--- config.mk ---
export PLATFORM = sky130hd
export DESIGN_NAME = ssefe_top
export DESIGN_NICKNAME = d
export VERILOG_FILES = /design/src/hw/ssefe_top.v
export VERILOG_INCLUDE_DIRS = /design/src /design/src/hw
export SDC_FILE = /design/constraint.sdc
export NUM_CORES = 1
export LEC_CHECK = 0
export ABC_AREA = 1
export BUFFER_PORTS_ARGS = -buffer_cell sky130_fd_sc_hd__buf_4
export CORE_MARGIN = 2
export CORE_UTILIZATION = 60
export DETAILED_ROUTE_END_ITERATION = 8
export PLACE_DENSITY = 0.84
export SETUP_SLACK_MARGIN = 0.15
export SYNTH_ARGS = -nofsm -noshare
export SYNTH_HDL_FRONTEND = slang
export SYNTH_SLANG_ARGS = --single-unit
--- constraint.sdc ---
create_clock -name clk -period 1.9 [get_ports clk]
set_input_delay 0.38 -clock clk [delete_from_list [all_inputs] [get_ports clk]]
set_output_delay 0.38 -clock clk [all_outputs]
set_load 0.01 [all_outputs]
--- src/hw/ssefe_map.vh ---
`ifndef SSEFE_MAP_VH
`define SSEFE_MAP_VH
// opcodes
`define SSEFE_OP_SET_LATCH   8'h06
`define SSEFE_OP_CLR_LATCH   8'h04
`define SSEFE_OP_STAT_READ   8'h05
`define SSEFE_OP_STAT_WRITE  8'h01
`define SSEFE_OP_ARRAY_READ  8'h03
`define SSEFE_OP_ARRAY_WRITE 8'h02
// status field positions
`define SSEFE_ST_BUSY        0
`define SSEFE_ST_LATCH       1
`define SSEFE_ST_BP0         2
`define SSEFE_ST_BP1         3
`define SSEFE_ST_PROT_EN     7
`define SSEFE_ST_WR_MASK     8'h8c
`define SSEFE_ST_RESET       8'h00
// timing
`define SSEFE_CLK_NS         100
`define SSEFE_PROG_MS        5
`define SSEFE_PROG_CYC       ((`SSEFE_PROG_MS * 1000000) / `SSEFE_CLK_NS)
`define SSEFE_PUP_MS         1
`define SSEFE_PUP_CYC        ((`SSEFE_PUP_MS * 1000000) / `SSEFE_CLK_NS)
`endif

--- src/hw/ssefe_top.v ---
`timescale 1ns/100ps
`include "ssefe_map.vh"

module ssefe_top #(
  parameter PROG_CYCLES = `SSEFE_PROG_CYC,
  parameter ADDR_BITS   = 13
) (
  input  wire                 clk,
  input  wire                 arst_n,
  // serial link
  input  wire                 sel_n,
  input  wire                 sclk,
  input  wire                 sdi,
  input  wire                 hold_n,
  input  wire                 protect_pin_n,
  output reg                  sdo_o,
  output reg                  sdo_oe_n,
  // memory side
  output reg                  mem_rd_q,
  output reg                  mem_wr_q,
  output reg  [ADDR_BITS-1:0] mem_addr_q,
  output reg  [7:0]           mem_wdata_q,
  input  wire [7:0]           mem_rdata,
  // status
  output reg  [7:0]           status_q,
  output reg                  ready_q
);
  localparam ST_CMD  = 3'd0;
  localparam ST_ADDR = 3'd1;
  localparam ST_RDAT = 3'd2;
  localparam ST_WDAT = 3'd3;
  localparam ST_SOUT = 3'd4;
  localparam ST_SWR  = 3'd5;
  localparam ST_IDLE = 3'd6;

  reg [1:0]           sel_s;
  reg [1:0]           sclk_s;
  reg [1:0]           sdi_s;
  reg [1:0]           hold_s;
  reg [1:0]           prot_s;
  reg                 sclk_q;
  reg [2:0]           state_q;
  reg [7:0]           shift_q;
  reg [3:0]           bits_q;
  reg [15:0]          addr_q;
  reg                 abyte_q;
  reg [7:0]           out_q;
  reg                 wr_pend_q;
  reg                 swr_pend_q;
  reg [7:0]           swr_val_q;
  reg [31:0]          prog_q;
  reg [31:0]          pup_q;
  reg                 rd_cmd_q;

  wire                sel_act = ~sel_s[1];
  wire                holding = ~hold_s[1];
  wire                rise    = sclk_s[1] & ~sclk_q;
  wire                fall    = ~sclk_s[1] & sclk_q;
  wire                busy    = status_q[`SSEFE_ST_BUSY];
  wire [7:0]          byte_in = {shift_q[6:0], sdi_s[1]};
  wire                last    = (bits_q == 4'd7);
  wire                sr_lock = ~prot_s[1] & status_q[`SSEFE_ST_PROT_EN];
  reg                 sel_q;

  // two-stage synchronisers for all link pins
  always @(posedge clk or negedge arst_n) begin
    if (!arst_n) begin
      sel_s  <= 2'b11;
      sclk_s <= 2'b00;
      sdi_s  <= 2'b00;
      hold_s <= 2'b11;
      prot_s <= 2'b11;
      sclk_q <= 1'b0;
      sel_q  <= 1'b0;
    end else begin
      sel_s  <= {sel_s[0], sel_n};
      sclk_s <= {sclk_s[0], sclk};
      sdi_s  <= {sdi_s[0], sdi};
      hold_s <= {hold_s[0], hold_n};
      prot_s <= {prot_s[0], protect_pin_n};
      sclk_q <= sclk_s[1];
      sel_q  <= sel_act;
    end
  end

  always @(posedge clk or negedge arst_n) begin
    if (!arst_n) begin
      state_q     <= ST_IDLE;
      shift_q     <= 8'h00;
      bits_q      <= 4'd0;
      addr_q      <= 16'h0000;
      abyte_q     <= 1'b0;
      out_q       <= 8'h00;
      wr_pend_q   <= 1'b0;
      swr_pend_q  <= 1'b0;
      swr_val_q   <= 8'h00;
      prog_q      <= 32'd0;
      pup_q       <= 32'd0;
      rd_cmd_q    <= 1'b0;
      status_q    <= `SSEFE_ST_RESET;
      mem_rd_q    <= 1'b0;
      mem_wr_q    <= 1'b0;
      mem_addr_q  <= {ADDR_BITS{1'b0}};
      mem_wdata_q <= 8'h00;
      sdo_o       <= 1'b0;
      sdo_oe_n    <= 1'b1;
      ready_q     <= 1'b0;
    end else begin
      mem_rd_q <= 1'b0;
      mem_wr_q <= 1'b0;
      if (pup_q < `SSEFE_PUP_CYC)
        pup_q <= pup_q + 32'd1;
      else
        ready_q <= 1'b1;
      // programming runs on regardless of select
      if (busy) begin
        if (prog_q == PROG_CYCLES - 1) begin
          status_q[`SSEFE_ST_BUSY]  <= 1'b0;
          status_q[`SSEFE_ST_LATCH] <= 1'b0;
          prog_q <= 32'd0;
        end else
          prog_q <= prog_q + 32'd1;
      end
      if (!sel_act) begin
        sdo_oe_n <= 1'b1;
        state_q  <= ST_IDLE;
        if (sel_q && (wr_pend_q || swr_pend_q)) begin
          status_q[`SSEFE_ST_BUSY] <= 1'b1;
          if (swr_pend_q)
            status_q <= (status_q & ~`SSEFE_ST_WR_MASK) | (swr_val_q & `SSEFE_ST_WR_MASK)
                        | 8'h01;
          if (wr_pend_q)
            mem_wr_q <= 1'b1;
        end
        wr_pend_q  <= 1'b0;
        swr_pend_q <= 1'b0;
      end else if (!sel_q) begin
        state_q <= ST_CMD;
        bits_q  <= 4'd0;
        abyte_q <= 1'b0;
      end else if (holding) begin
        sdo_oe_n <= 1'b1;
      end else begin
        if (state_q == ST_RDAT || state_q == ST_SOUT)
          sdo_oe_n <= 1'b0;
        if (rise) begin
          shift_q <= byte_in;
          bits_q  <= last ? 4'd0 : bits_q + 4'd1;
          case (state_q)
            ST_CMD: if (last) begin
              if (busy)
                state_q <= (byte_in == `SSEFE_OP_STAT_READ) ? ST_SOUT : ST_IDLE;
              else case (byte_in)
                `SSEFE_OP_SET_LATCH: begin
                  status_q[`SSEFE_ST_LATCH] <= 1'b1;
                  state_q <= ST_IDLE;
                end
                `SSEFE_OP_CLR_LATCH: begin
                  status_q[`SSEFE_ST_LATCH] <= 1'b0;
                  state_q <= ST_IDLE;
                end
                `SSEFE_OP_STAT_READ:   state_q <= ST_SOUT;
                `SSEFE_OP_STAT_WRITE:  state_q <= ST_SWR;
                // opcode kept apart: the shifter is reused for the address
                `SSEFE_OP_ARRAY_READ: begin
                  rd_cmd_q <= 1'b1;
                  state_q  <= ST_ADDR;
                end
                `SSEFE_OP_ARRAY_WRITE: begin
                  rd_cmd_q <= 1'b0;
                  state_q  <= ST_ADDR;
                end
                default:               state_q <= ST_IDLE;
              endcase
              out_q  <= status_q;
              shift_q <= byte_in;
            end
            ST_ADDR: if (last) begin
              if (abyte_q) begin
                addr_q <= {addr_q[15:8], byte_in};
                mem_addr_q <= {addr_q[ADDR_BITS-1:8], byte_in};
                if (rd_cmd_q) begin
                  mem_rd_q <= 1'b1;
                  state_q  <= ST_RDAT;
                end else
                  state_q  <= ST_WDAT;
              end else begin
                addr_q[15:8] <= byte_in;
                abyte_q <= 1'b1;
              end
            end
            ST_WDAT: if (last) begin
              mem_wdata_q <= byte_in;
              wr_pend_q   <= status_q[`SSEFE_ST_LATCH];
            end
            ST_SWR: if (last) begin
              swr_val_q  <= byte_in;
              swr_pend_q <= status_q[`SSEFE_ST_LATCH] & ~sr_lock;
            end
            ST_RDAT: if (last) begin
              mem_addr_q <= mem_addr_q + {{(ADDR_BITS-1){1'b0}}, 1'b1};
              mem_rd_q   <= 1'b1;
            end
            default: ;
          endcase
        end
        if (fall) begin
          if (state_q == ST_SOUT || state_q == ST_RDAT) begin
            sdo_o <= out_q[7];
            out_q <= {out_q[6:0], 1'b0};
          end
        end
        if (mem_rd_q)
          out_q <= mem_rdata;
        // fresh status at each byte end, so a polling read sees busy drop
        if (state_q == ST_SOUT && last && rise)
          out_q <= status_q;
      end
    end
  end
endmodule

== Word-level counts from Yosys, hierarchy flattened ==
Cells that the tools add are included.
Word-level totals
  bits in registers: 149
  input port bits: 15
  output and inout bits: 34
  word-level logic and storage cells: 177
Cells by class
  add/sub/neg operators: 4
  order comparisons: 1
  eq/ne operators: 27
  multiplexer cells: 75
  bitwise operators: 12
  reduce and logical (&&, ||, !) cells: 30
Operators by type and width (number)
  $add 32x1->32 const B: 2
  $mux 8: 7
  $mux 1: 41
  $mux 13: 3
  $eq 32x16->1 const B: 1
  $lt 32x14->1 const B: 1
  $mux 32: 1
  $pmux 13 s2: 1
  $eq 8x3->1 const B: 3
  $mux 3: 8
  $reduce_and 5->1: 4
  $reduce_and 6->1: 3
  $eq 8x2->1 const B: 2
  $mux 4: 4
  $reduce_and 8->1: 2
  $reduce_bool 2->1: 8
  $add 13x1->13 const B: 1
  $ne 2x2->1 const B: 6
  $ne 4x4->1 const B: 3
  $mux 2: 5
  $pmux 3 s3: 1
  $reduce_and 3->1: 3
  $eq 8x1->1 const B: 1
  $or 7x8->8: 1
  other kinds (20): 37

== Logic depth before layout (Yosys ltp) ==
Gate-level depths: netlist of run 1.
  word-level depth: 11
  depth in mapped cells: 11
  gate-level depth less buffers: 11

== Worst setup path before layout of run 1 ==
Ideal clock, no wire load.
  path kind: register to register
  start point: reg mem_addr_q[0]
  end point: reg mem_addr_q[12]
  library setup time: 126 ps
  arrival time: 1462 ps
  data required time: 1774 ps
  path slack: 312 ps
  stages on the path, launching flop included: 9
  path buffers: 0
  period minus slack after synthesis: 1588 ps
  cells stage by stage: dfrtp_1 > ha_1 > nand3_1 > nor3_1 > nand3_1 > nand2_1 > nand3_1 > nand2_1 > o21ai_0
Between the ends
  word-level cells in the longest chain between the ends: 3
RTL lines
  from (decl): RTL line ssefe_top.v:21  | output reg [ADDR_BITS-1:0] mem_addr_q,
  from (signal assigned): RTL line ssefe_top.v:103  | mem_addr_q <= {ADDR_BITS{1'b0}};
  from (signal assigned): RTL line ssefe_top.v:181  | mem_addr_q <= {addr_q[ADDR_BITS-1:8], byte_in};
  from (signal assigned): RTL line ssefe_top.v:201  | mem_addr_q <= mem_addr_q + {{(ADDR_BITS-1){1'b0}}, 1'b1};
  $add 13x1->13: RTL line ssefe_top.v:201
  $mux 13: RTL line ssefe_top.v:200  | ST_RDAT: if (last) begin
  $pmux 13 s2: RTL line ssefe_top.v:149  | case (state_q)
Every way passes these cells. The select of a mux whose other input is x is not followed.
A chain may end at the register's enable or synchronous reset.

== Worst setup path after layout of run 1 ==
  start point: reg state_q[2]
  end point: reg mem_addr_q[11]
Between the ends
  word-level cells in the longest chain between the ends: 3
  elaborated cells on any way between the ends: 8
  classes of those cells: eq/ne (5); mux (1); reduce/logical (2)
RTL lines
  from (decl): RTL line ssefe_top.v:42  | reg [2:0] state_q;
  from (signal assigned): RTL line ssefe_top.v:152  | state_q <= (byte_in == `SSEFE_OP_STAT_READ) ? ST_SOUT : ST_IDLE;
  $eq 3x1->1 / $eq 3x2->1 (equally long branches): RTL line ssefe_top.v:149
  $ne 2x2->1 (no source line) / $reduce_bool 2->1 (equally long branches)
  $reduce_and 8->1 (no source line)
Several ways; a longest one is shown, not always the timed one.

==> results.cfg, run 1 <==
[outcome]
run_status = finished, final reports clean

[logic_synthesis]
syn_area_um2 = 7450
yosys.area.top_type = dfrtp_1
yosysTopAreaCellShare_pct = 44.4
synth_area_per_cell_um2 = 7.65
yosys.cell_types.count = 47
synth_enable_flop_cells = 0
ys_ff_latch = 141
ys.flop_type = dfrtp_1
ys_seq_area_share_pct = 47.5
async_flop_share_pct = 100
syn_inst = 973
yosys_warnings = 0
synth_area_leaders = dfrtp_1 44%, nand2_1 13%, nor2_1 5.8%

[cts]
cts_tree = built
path_clk_slew_ns = 0.06
clk_latency_ns = 0.43
clockRootBuffer = clkbuf_16
cts.sinks = 141
cts_buffer_depth = 2
cts-htree-levels = 4
cts_buffers = 17

[route]
via_count = 6678
wl_um = 17700
viasPerCell = 5.53
ant_nets = 0
drt_iter0_drc = 563
dr.pass1.iters = 6
drc = 0
wl_per_cell_um = 14.7

[worst_setup_path]
timing.critical_path.from = state_q[2]$_DFFE_PN1P_
worst_setup_path_start_kind = flip-flop
path_class = flip-flop to flip-flop
cp_max_fo = 14
cp.arrival_ns = 2.03
rr_startpoint = state_q[2]$_DFFE_PN1P_
crit_required_ns = 2.22
critPathCaptureType = flip-flop

[floorplanning]
fp.dieArea_um2 = 13300
fp.coreArea_um2 = 12100
start_util_pct = 61.7
io_pins = 49
rows = 40
die_w_um = 115
die_y_um = 115

[global_route]
globalRouteTotalUtil_pct = 27.9
grt_max_degree = 53
grt_pass1_wl_um = 29300
overflow = 0
grt_pass1_vias = 6099
antenna_found_initial = 0

[timing]
clock-skew-final_ns = 0.00774
setup_viol = 0
setup-tns-final_ns = 0
hold_violations = 0
finalCritPeriodShare_pct = 90.0
tightest_slew_ns = 0.505
max_freq_mhz = 584
rsz0062_at_grt = true
finalCriticalPeriod_ns = 1.71
relSlewSlack_pct = 66.3
slew_viol_final = 0

[run]
max_cap_viol_count = 0

[finish]
num_antenna_cells = 0
post-route-util_pct = 72.5
drive_gt1_share_pct = 16.3
synthToLayoutAreaGrowth_pct = 17.5
fin_nets = 1046

[power_and_ir_drop]
peakVddDrop_uv = 691
powerDensity_nw_per_um2 = 883
p_leak_nw = 4.29

[worst_hold_path]
hp-class = input pin to flip-flop
hold_start = sdi

[placed_design]
gp_congestion = 0.961
dp_hpwl_um = 11900
io_buffers = 45
-- per-layer routing --
layer | wire length (um) | vias up | track usage, %
met4 | 352 | 0 | 8.92
met2 | 8120 | 282 | 41.2
li1 | - | 3213 | -
met1 | 8010 | 3142 | 41.0
met5 | 0 | - | 0
met3 | 1260 | 41 | 6.48
-- final timing paths --
kind / end / slack [ns] / depth (start not counted)
hold reg to reg: sdi_s[1]$_DFF_PN0_ / 0.35 / 0
min in group asynchronous: mem_addr_q[10]$_DFFE_PN0P_ / 0.44 / 2
setup / recovery: mem_addr_q[11]$_DFFE_PN0P_ / 0.19 / 6
setup reg to reg: mem_addr_q[11]$_DFFE_PN0P_ / 0.19 / 6
max in group asynchronous: sel_s[0]$_DFF_PN1_ / 0.80 / 3
hold / removal: sdi_s[0]$_DFF_PN0_ / 0.05 / 1
-- sequential cells by signal, indices dropped and copies added, names as in the netlist, 3 cells and up --
| register | cells |
|---|---|
| pup_q | 32 |
| swr_val_q | 3 |
| mem_addr_q | 13 |
| mem_wdata_q | 8 |
| state_q | 3 |
| bits_q | 4 |
| prog_q | 32 |
| status_q | 5 |
| out_q | 8 |
| shift_q | 7 |
| addr_q | 5 |
-- per-stage QoR --
step | total power [W] | hold slack (ns) | setup slack [ns] | cells | cell area, um^2
floorplan | 0.00398 | 0.0844 | 0.312 | 975 | 7450
global placement | 0.00425 | 0.320 | 0.207 | 1163 | 7950
detailed placement | 0.00428 | 0.318 | 0.110 | 1163 | 7950
CTS | 0.00770 | 0.0471 | 0.152 | 1197 | 8590
global route | 0.00805 | 0.0430 | 0.0684 | 1208 | 8750
finish | 0.00772 | 0.0549 | 0.189 | 1208 | 8750
-- cells in the mapped netlist, drive strengths merged, types with 2 or more instances --
master    n
inv     102
nand2   273
ha        4
nor2    126
or2       5
nand3    85
nor3     36
dfrtp   132
buf      14
o21ai    67
nand3b    3
and3      2
xor2     24
dfstp     9
a21oi    30
xnor2     3
a31oi     5
clkbuf   25
nand4    17
nor4      2
-- layout by cell type, fill, tap and decap left out, types with 7 or more instances in the layout --
cell | synthesis | final
nand3_1 | 83 | 81
o21ai_1 | 12 | 12
a21oi_1 | 30 | 30
o21ai_0 | 49 | 49
nand4_1 | 16 | 16
nor2_2 | 4 | 7
buf_4 | 5 | 66
dfstp_2 | 9 | 9
nor3_1 | 33 | 31
nand2_1 | 265 | 261
inv_6 | 0 | 8
nor2_1 | 116 | 112
clkbuf_16 | 0 | 17
nand2_2 | 6 | 8
xor2_1 | 24 | 24
inv_1 | 96 | 93
dfrtp_1 | 132 | 131
-- cell families (layout without fill, tap and decap cells) --
logic type	count (synthesis)	after routing	synth area share, %
DFF	141	141	47.5
and+or+nand+nor	549	549	32.8
adders and majority gates	4	4	0.672
AOI/OAI and AO/OA	110	110	8.07
other	1	3	0.0504
buffers and inverters	141	206	7.73
xor gates and xnor gates	27	27	3.18
-- layout make-up --
| type | instances | area [um^2] |
|---|---|---|
| Clock buffer | 19 | 453 |
| Inverter | 102 | 392 |
| Clock inverter | 13 | 151 |
| Fill cell | 888 | 3310 |
| Multi-Input combinational cell | 693 | 3410 |
| Tap cell | 168 | 210 |
| Sequential cell | 141 | 3540 |
| Timing Repair Buffer | 72 | 588 |
-- power by group --
group	internal [W]	total (W)	leakage, nW	switching [W]
clock network	0.00204	0.00342	0.297	0.00138
registers	0.00319	0.00337	1.87	0.000180
logic	0.000336	0.000935	2.13	0.000599
total	0.00556	0.00772	4.29	0.00216
-- repair_timing --
item	CTS	global route
endpoints found under the setup margin	6	69
cloned	0	0
pin swaps	2	5
hold buffers	1	0
hold endpoints to repair	38	0
gates resized for setup	4	23
setup buffers	1	11
-- worst max-delay path: stages, from the launching register on --
cell        delay, ns
dfstp_2          0.58
inv_2            0.07
nand3_2          0.16
clkinvlp_4       0.30
or2_2            0.36
nand3_1          0.08
nand2_1          0.05
Power figures use the tool's default switching activity.
==> run 2, diff against run 1 <==
- clock period: 1.9 -> 1.7 ns (I/O delays scaled with it)
==> run 2 against run 1 <==
  * The run now ends with setup timing left
  * Sequential cell count stayed put
  * Clock power is 8.5% higher
  * Non-clock buffer count is 40 higher
  * Critical path type unchanged
==> results.cfg, run 2 (synthesis gave the netlist of run 1 again) <==
[placed_design]
place_ws_ns = -0.0409
dp_cells = 1182
gp_congestion = 0.949
dp_hpwl_um = 12300
placed_cell_area_um2 = 8120
io_buffers = 45

[finish]
fin_area_um2 = 9820
num_antenna_cells = 0
drive_gt1_share_pct = 32.2
fin_nets = 1087
fill_cells = 689
final_cells = 1249
post-route-util_pct = 81.4
reg.largest.list = prog_q x32, pup_q x32, mem_addr_q x13
final_common_cell = nand2_1
most-common-layout-cells = 215 x nand2_1, 126 x dfrtp_1, 90 x nor2_1, 88 x inv_1, 84 x buf_4
synthToLayoutAreaGrowth_pct = 31.9

[outcome]
run_status = finished with violations
violations = setup timing

[cts]
cts-htree-levels = 4
clk_latency_ns = 0.43
path_clk_slew_ns = 0.07
clockRootBuffer = clkbuf_16
cts_buffer_depth = 2
cts_buffers = 17
cts_tree = built
cts.sinks = 141

[timing]
setup_slack_ns = -0.0701
holdWs_ns = 0.0174
max_freq_mhz = 565
slew_viol_final = 0
clock-skew-final_ns = 0.0128
hold_violations = 0
rsz0062_at_grt = true
setup_viol = 12
finalCriticalPeriod_ns = 1.77
relSlewSlack_pct = 61.4
finalCritPeriodShare_pct = 104
tightest_slew_ns = 0.574

[global_route]
antenna_found_initial = 0
grt_pass1_vias = 6525
grt.busiest_layer = met2
grt_max_degree = 43
globalRouteTotalUtil_pct = 29.3
use_met2_pct = 46.7
grt_pass1_wl_um = 30500
overflow = 0
grtUsageMet3_pct = 6.11
use_met1_pct = 39.4

[floorplanning]
fp.dieArea_um2 = 13300
rows = 40
die_y_um = 115
io_pins = 49
die_w_um = 115
start_util_pct = 61.7
fp.coreArea_um2 = 12100

[worst_hold_path]
hp-class = input pin to flip-flop

[worst_setup_path]
path_cells = ha_4, nand2_4, nor2_4, nand2_4, nor2_4, nand3_4, or2_1, o21ai_1, inv_1
crit_path_top_delay_cell = dfrtp_1
crit_required_ns = 2.02
path_class = flip-flop to flip-flop
critPathCaptureType = flip-flop
critPathMaxStageDelay_ns = 0.43
worst-path-buf-inv = 1
cp_max_fo = 4
worst_setup_path_start_kind = flip-flop
critical_path.top_delay_family = simple AND/OR/NAND/NOR gates
cp.arrival_ns = 2.09

[route]
dr.pass1.iters = 6
drc = 0
via_count = 7246
wl_per_cell_um = 17.7
drt_iter0_drc = 719
ant_nets = 0
wl_um = 22100
viasPerCell = 5.80

[run]
max_cap_viol_count = 0

[power_and_ir_drop]
powerDensity_nw_per_um2 = 907
peakVddDrop_uv = 902
p_leak_nw = 4.65
## run 2: changes by cell type in the layout (fill, tap and decap cells not counted), sizes merged
cell / change
bufinv: -1
clkinvlp: +3
nand2: +1
buf: +39
inv: +1
clkinv: -2
## run 2: routing by layer
layer  wire length, um  vias to the layer above
met5                 0                        -
met4               873                        0
met3              1920                       84
met2             10800                      448
met1              8480                     3404
li1                  -                     3310
## run 2: final cells by class
class	count	area [um^2]	area share [%]
Clock inverter	14	146	1.49
Clock buffer	18	439	4.47
Multi-Input combinational cell	694	4080	41.5
Timing Repair Buffer	112	1010	10.2
Tap cell	168	210	2.14
Inverter	102	394	4.01
Sequential cell	141	3550	36.1
## run 2: power breakdown
part | internal (W) | total, W | switching [W]
clock | 0.00211 | 0.00371 | 0.00160
sequential | 0.00357 | 0.00381 | 0.000245
combinational | 0.000535 | 0.00138 | 0.000849
total | 0.00621 | 0.00891 | 0.00270
## run 2: metrics by stage
step	setup TNS (ns)	power, W
after floorplan	0	0.00445
after global placement	0	0.00480
after detailed placement	-0.0532	0.00483
after CTS	-0.000738	0.00857
after global routing	-3.08	0.00925
final	-0.218	0.00891
## run 2: final timing paths
path	cells past startpoint	from	slack, ns	to
min	1	protect_pin_n	0.02	prot_s[0]$_DFF_PN1_
max reg2reg	9	bits_q[1]$_DFFE_PN0P_	-0.07	mem_addr_q[0]$_DFFE_PN0P_
max	9	bits_q[1]$_DFFE_PN0P_	-0.07	mem_addr_q[0]$_DFFE_PN0P_
max in group asynchronous	3	arst_n	0.68	state_q[1]$_DFFE_PN1P_
min in group asynchronous	2	arst_n	0.41	mem_addr_q[12]$_DFFE_PN0P_
min reg2reg	0	hold_s[0]$_DFF_PN1_	0.36	hold_s[1]$_DFF_PN1_
## run 2: timing repair
action	4_1_cts	5_1_grt
cloned	1	3
hold endpoints to repair	33	0
pin swaps	23	57
hold buffers	1	0
endpoints found under the setup margin	65	94
gates resized for setup	54	189
setup buffers	16	14
==> run 3, diff against run 2 <==
--- a/config.mk
+++ b/config.mk
@@ -18 +18,2 @@
 export SYNTH_SLANG_ARGS = --single-unit
+export TNS_END_PERCENT = 20
==> constraint.sdc (replaced) <==
create_clock -name clk -period 1.7 [get_ports clk]
set_input_delay 0.085 -clock clk [delete_from_list [all_inputs] [get_ports clk]]
set_output_delay 0.085 -clock clk [all_outputs]
set_load 0.01 [all_outputs]
==> run 3 against run 2 <==
  * The flow now finishes without violations
  * Die area stayed put
  * Critical endpoint unchanged
  * First-iteration DRC count is 5.8% higher
  * Largest cell class unchanged
  * Utilization is 3.1 points lower
  * Sequential cell count stayed put
==> results.cfg, run 3 (synthesis gave the netlist of run 1 again) <==
[outcome]
run_status = finished, final reports clean

[worst_setup_path]
worst_setup_path_start_kind = flip-flop
path_cells = ha_4, nand2_4, nor2_4, nand2_4, nor2_4, nand3_4, or2_0, o21ai_1, inv_1
cp_max_fo = 5
critical_path.top_delay_family = simple AND/OR/NAND/NOR gates
critPathMaxStageDelay_ns = 0.41
crit_path_top_delay_cell = dfrtp_1
worst-path-buf-inv = 1
cp.arrival_ns = 2.00
r2r_cells = 9
cp.depth = 9
critPathCaptureType = flip-flop
path_class = flip-flop to flip-flop
crit_required_ns = 2.02

[power_and_ir_drop]
peakVddDrop_uv = 789
powerDensity_nw_per_um2 = 940
p_leak_nw = 4.53

[floorplanning]
fp.coreArea_um2 = 12100
fp.dieArea_um2 = 13300
die_w_um = 115
die_y_um = 115
rows = 40
io_pins = 49
start_util_pct = 61.7

[timing]
max_freq_mhz = 595
setup-tns-final_ns = 0
setup_slack_ns = 0.0204
finalCritPeriodShare_pct = 98.8
holdWs_ns = 0.0174
hold_violations = 0
slew_viol_final = 0
rsz0062_at_grt = true
finalCriticalPeriod_ns = 1.68
setup_viol = 0
clock-skew-final_ns = 0.00912

[finish]
multi_input_area_um2 = 3860
drive_gt1_share_pct = 25.7
fin_area_um2 = 9450
synthToLayoutAreaGrowth_pct = 27.0
num_antenna_cells = 0
most-common-layout-cells = 234 x nand2_1, 126 x dfrtp_1, 92 x nor2_1, 89 x inv_1, 77 x buf_4
seq_area_um2 = 3550
reg.largest.list = prog_q x32, pup_q x32, mem_addr_q x13
fin_nets = 1074
fill_cells = 770
final_common_cell = nand2_1

[route]
wl_per_cell_um = 15.7
drc = 0
viasPerCell = 5.55
wl_um = 19400
ant_nets = 0
via_count = 6864
drt_iter0_drc = 761
dr.pass1.iters = 5

[placed_design]
io_buffers = 45
gp_congestion = 0.926
placed_cell_area_um2 = 8120
place_ws_ns = 0.0192
dp_hpwl_um = 12200

[global_route]
antenna_found_initial = 0
grt_max_degree = 52
grt_pass1_vias = 6335
grt_pass1_wl_um = 29400
overflow = 0
globalRouteTotalUtil_pct = 28.1

[run]
max_cap_viol_count = 0

[cts]
cts_buffer_depth = 2
cts_buffers = 17
path_clk_slew_ns = 0.06
cts-htree-levels = 4
clk_latency_ns = 0.43
cts_tree = built
cts.sinks = 141
clockRootBuffer = clkbuf_16

[worst_hold_path]
min_delay_path_depth = 5
hp-class = input pin to flip-flop
[run 3: metal layers]
metal,vias to the layer above,share of wire [%],GRT usage [%]
met3,34,6.0,6.38
met2,265,49,45.0
met1,3289,44,38.1
li1,3276,-,-
met4,0,1.5,9.40
met5,-,0,0
[run 3: report_power, final]
group / internal (W) / leakage, nW / total [W] / switching [W]
combinational: 0.000533 / 2.38 / 0.00132 / 0.000791
sequential: 0.00357 / 1.86 / 0.00381 / 0.000238
clock: 0.00225 / 0.283 / 0.00375 / 0.00150
[run 3: final cells by class]
| type | instances | area share, % |
|---|---|---|
| clock inverter | 12 | 1.44 |
| clock buffer | 20 | 4.83 |
| tap | 168 | 2.22 |
| multi-input combinational | 693 | 40.8 |
| inverter | 102 | 4.14 |
| sequential | 141 | 37.5 |
| timing repair buffer | 100 | 9.01 |
[run 3: path summary, 6_finish.rpt]
check | startpoint | to | slack [ns]
hold / removal | mem_rdata[4] | out_q[4]$_DFFE_PN0P_ | 0.02
setup reg to reg | bits_q[1]$_DFFE_PN0P_ | mem_addr_q[0]$_DFFE_PN0P_ | 0.02
hold reg to reg | sclk_s[0]$_DFF_PN0_ | sclk_s[1]$_DFF_PN0_ | 0.36
max in group asynchronous | arst_n | pup_q[22]$_DFFE_PN0N_ | 0.88
min in group asynchronous | arst_n | mem_addr_q[12]$_DFFE_PN0P_ | 0.16
setup / recovery | bits_q[1]$_DFFE_PN0P_ | mem_addr_q[0]$_DFFE_PN0P_ | 0.02
[run 3: repair_timing]
item / 4_1_cts / 5_1_grt
hold buffers: 12 / 0
resized for setup: 15 / 138
setup buffers: 4 / 5
endpoints found under the hold margin: 124 / 0
pin swaps: 9 / 53
endpoints found under the setup margin: 62 / 95
[run 3: metrics by stage]
step,cells,power (W),utilization [%]
after detailed placement,1183,0.00482,67.3
after global routing,1236,0.00924,78.4
final,1236,0.00889,78.4
after global placement,1183,0.00480,67.3
after CTS,1231,0.00861,73.9
after floorplan,975,0.00445,-
[run 3: worst min-delay path, cell delays in order]
cell	delay, ns
buf_4	0.08
nor2_1	0.03
nor2_1	0.10
nand2_1	0.05
o21ai_0	0.06
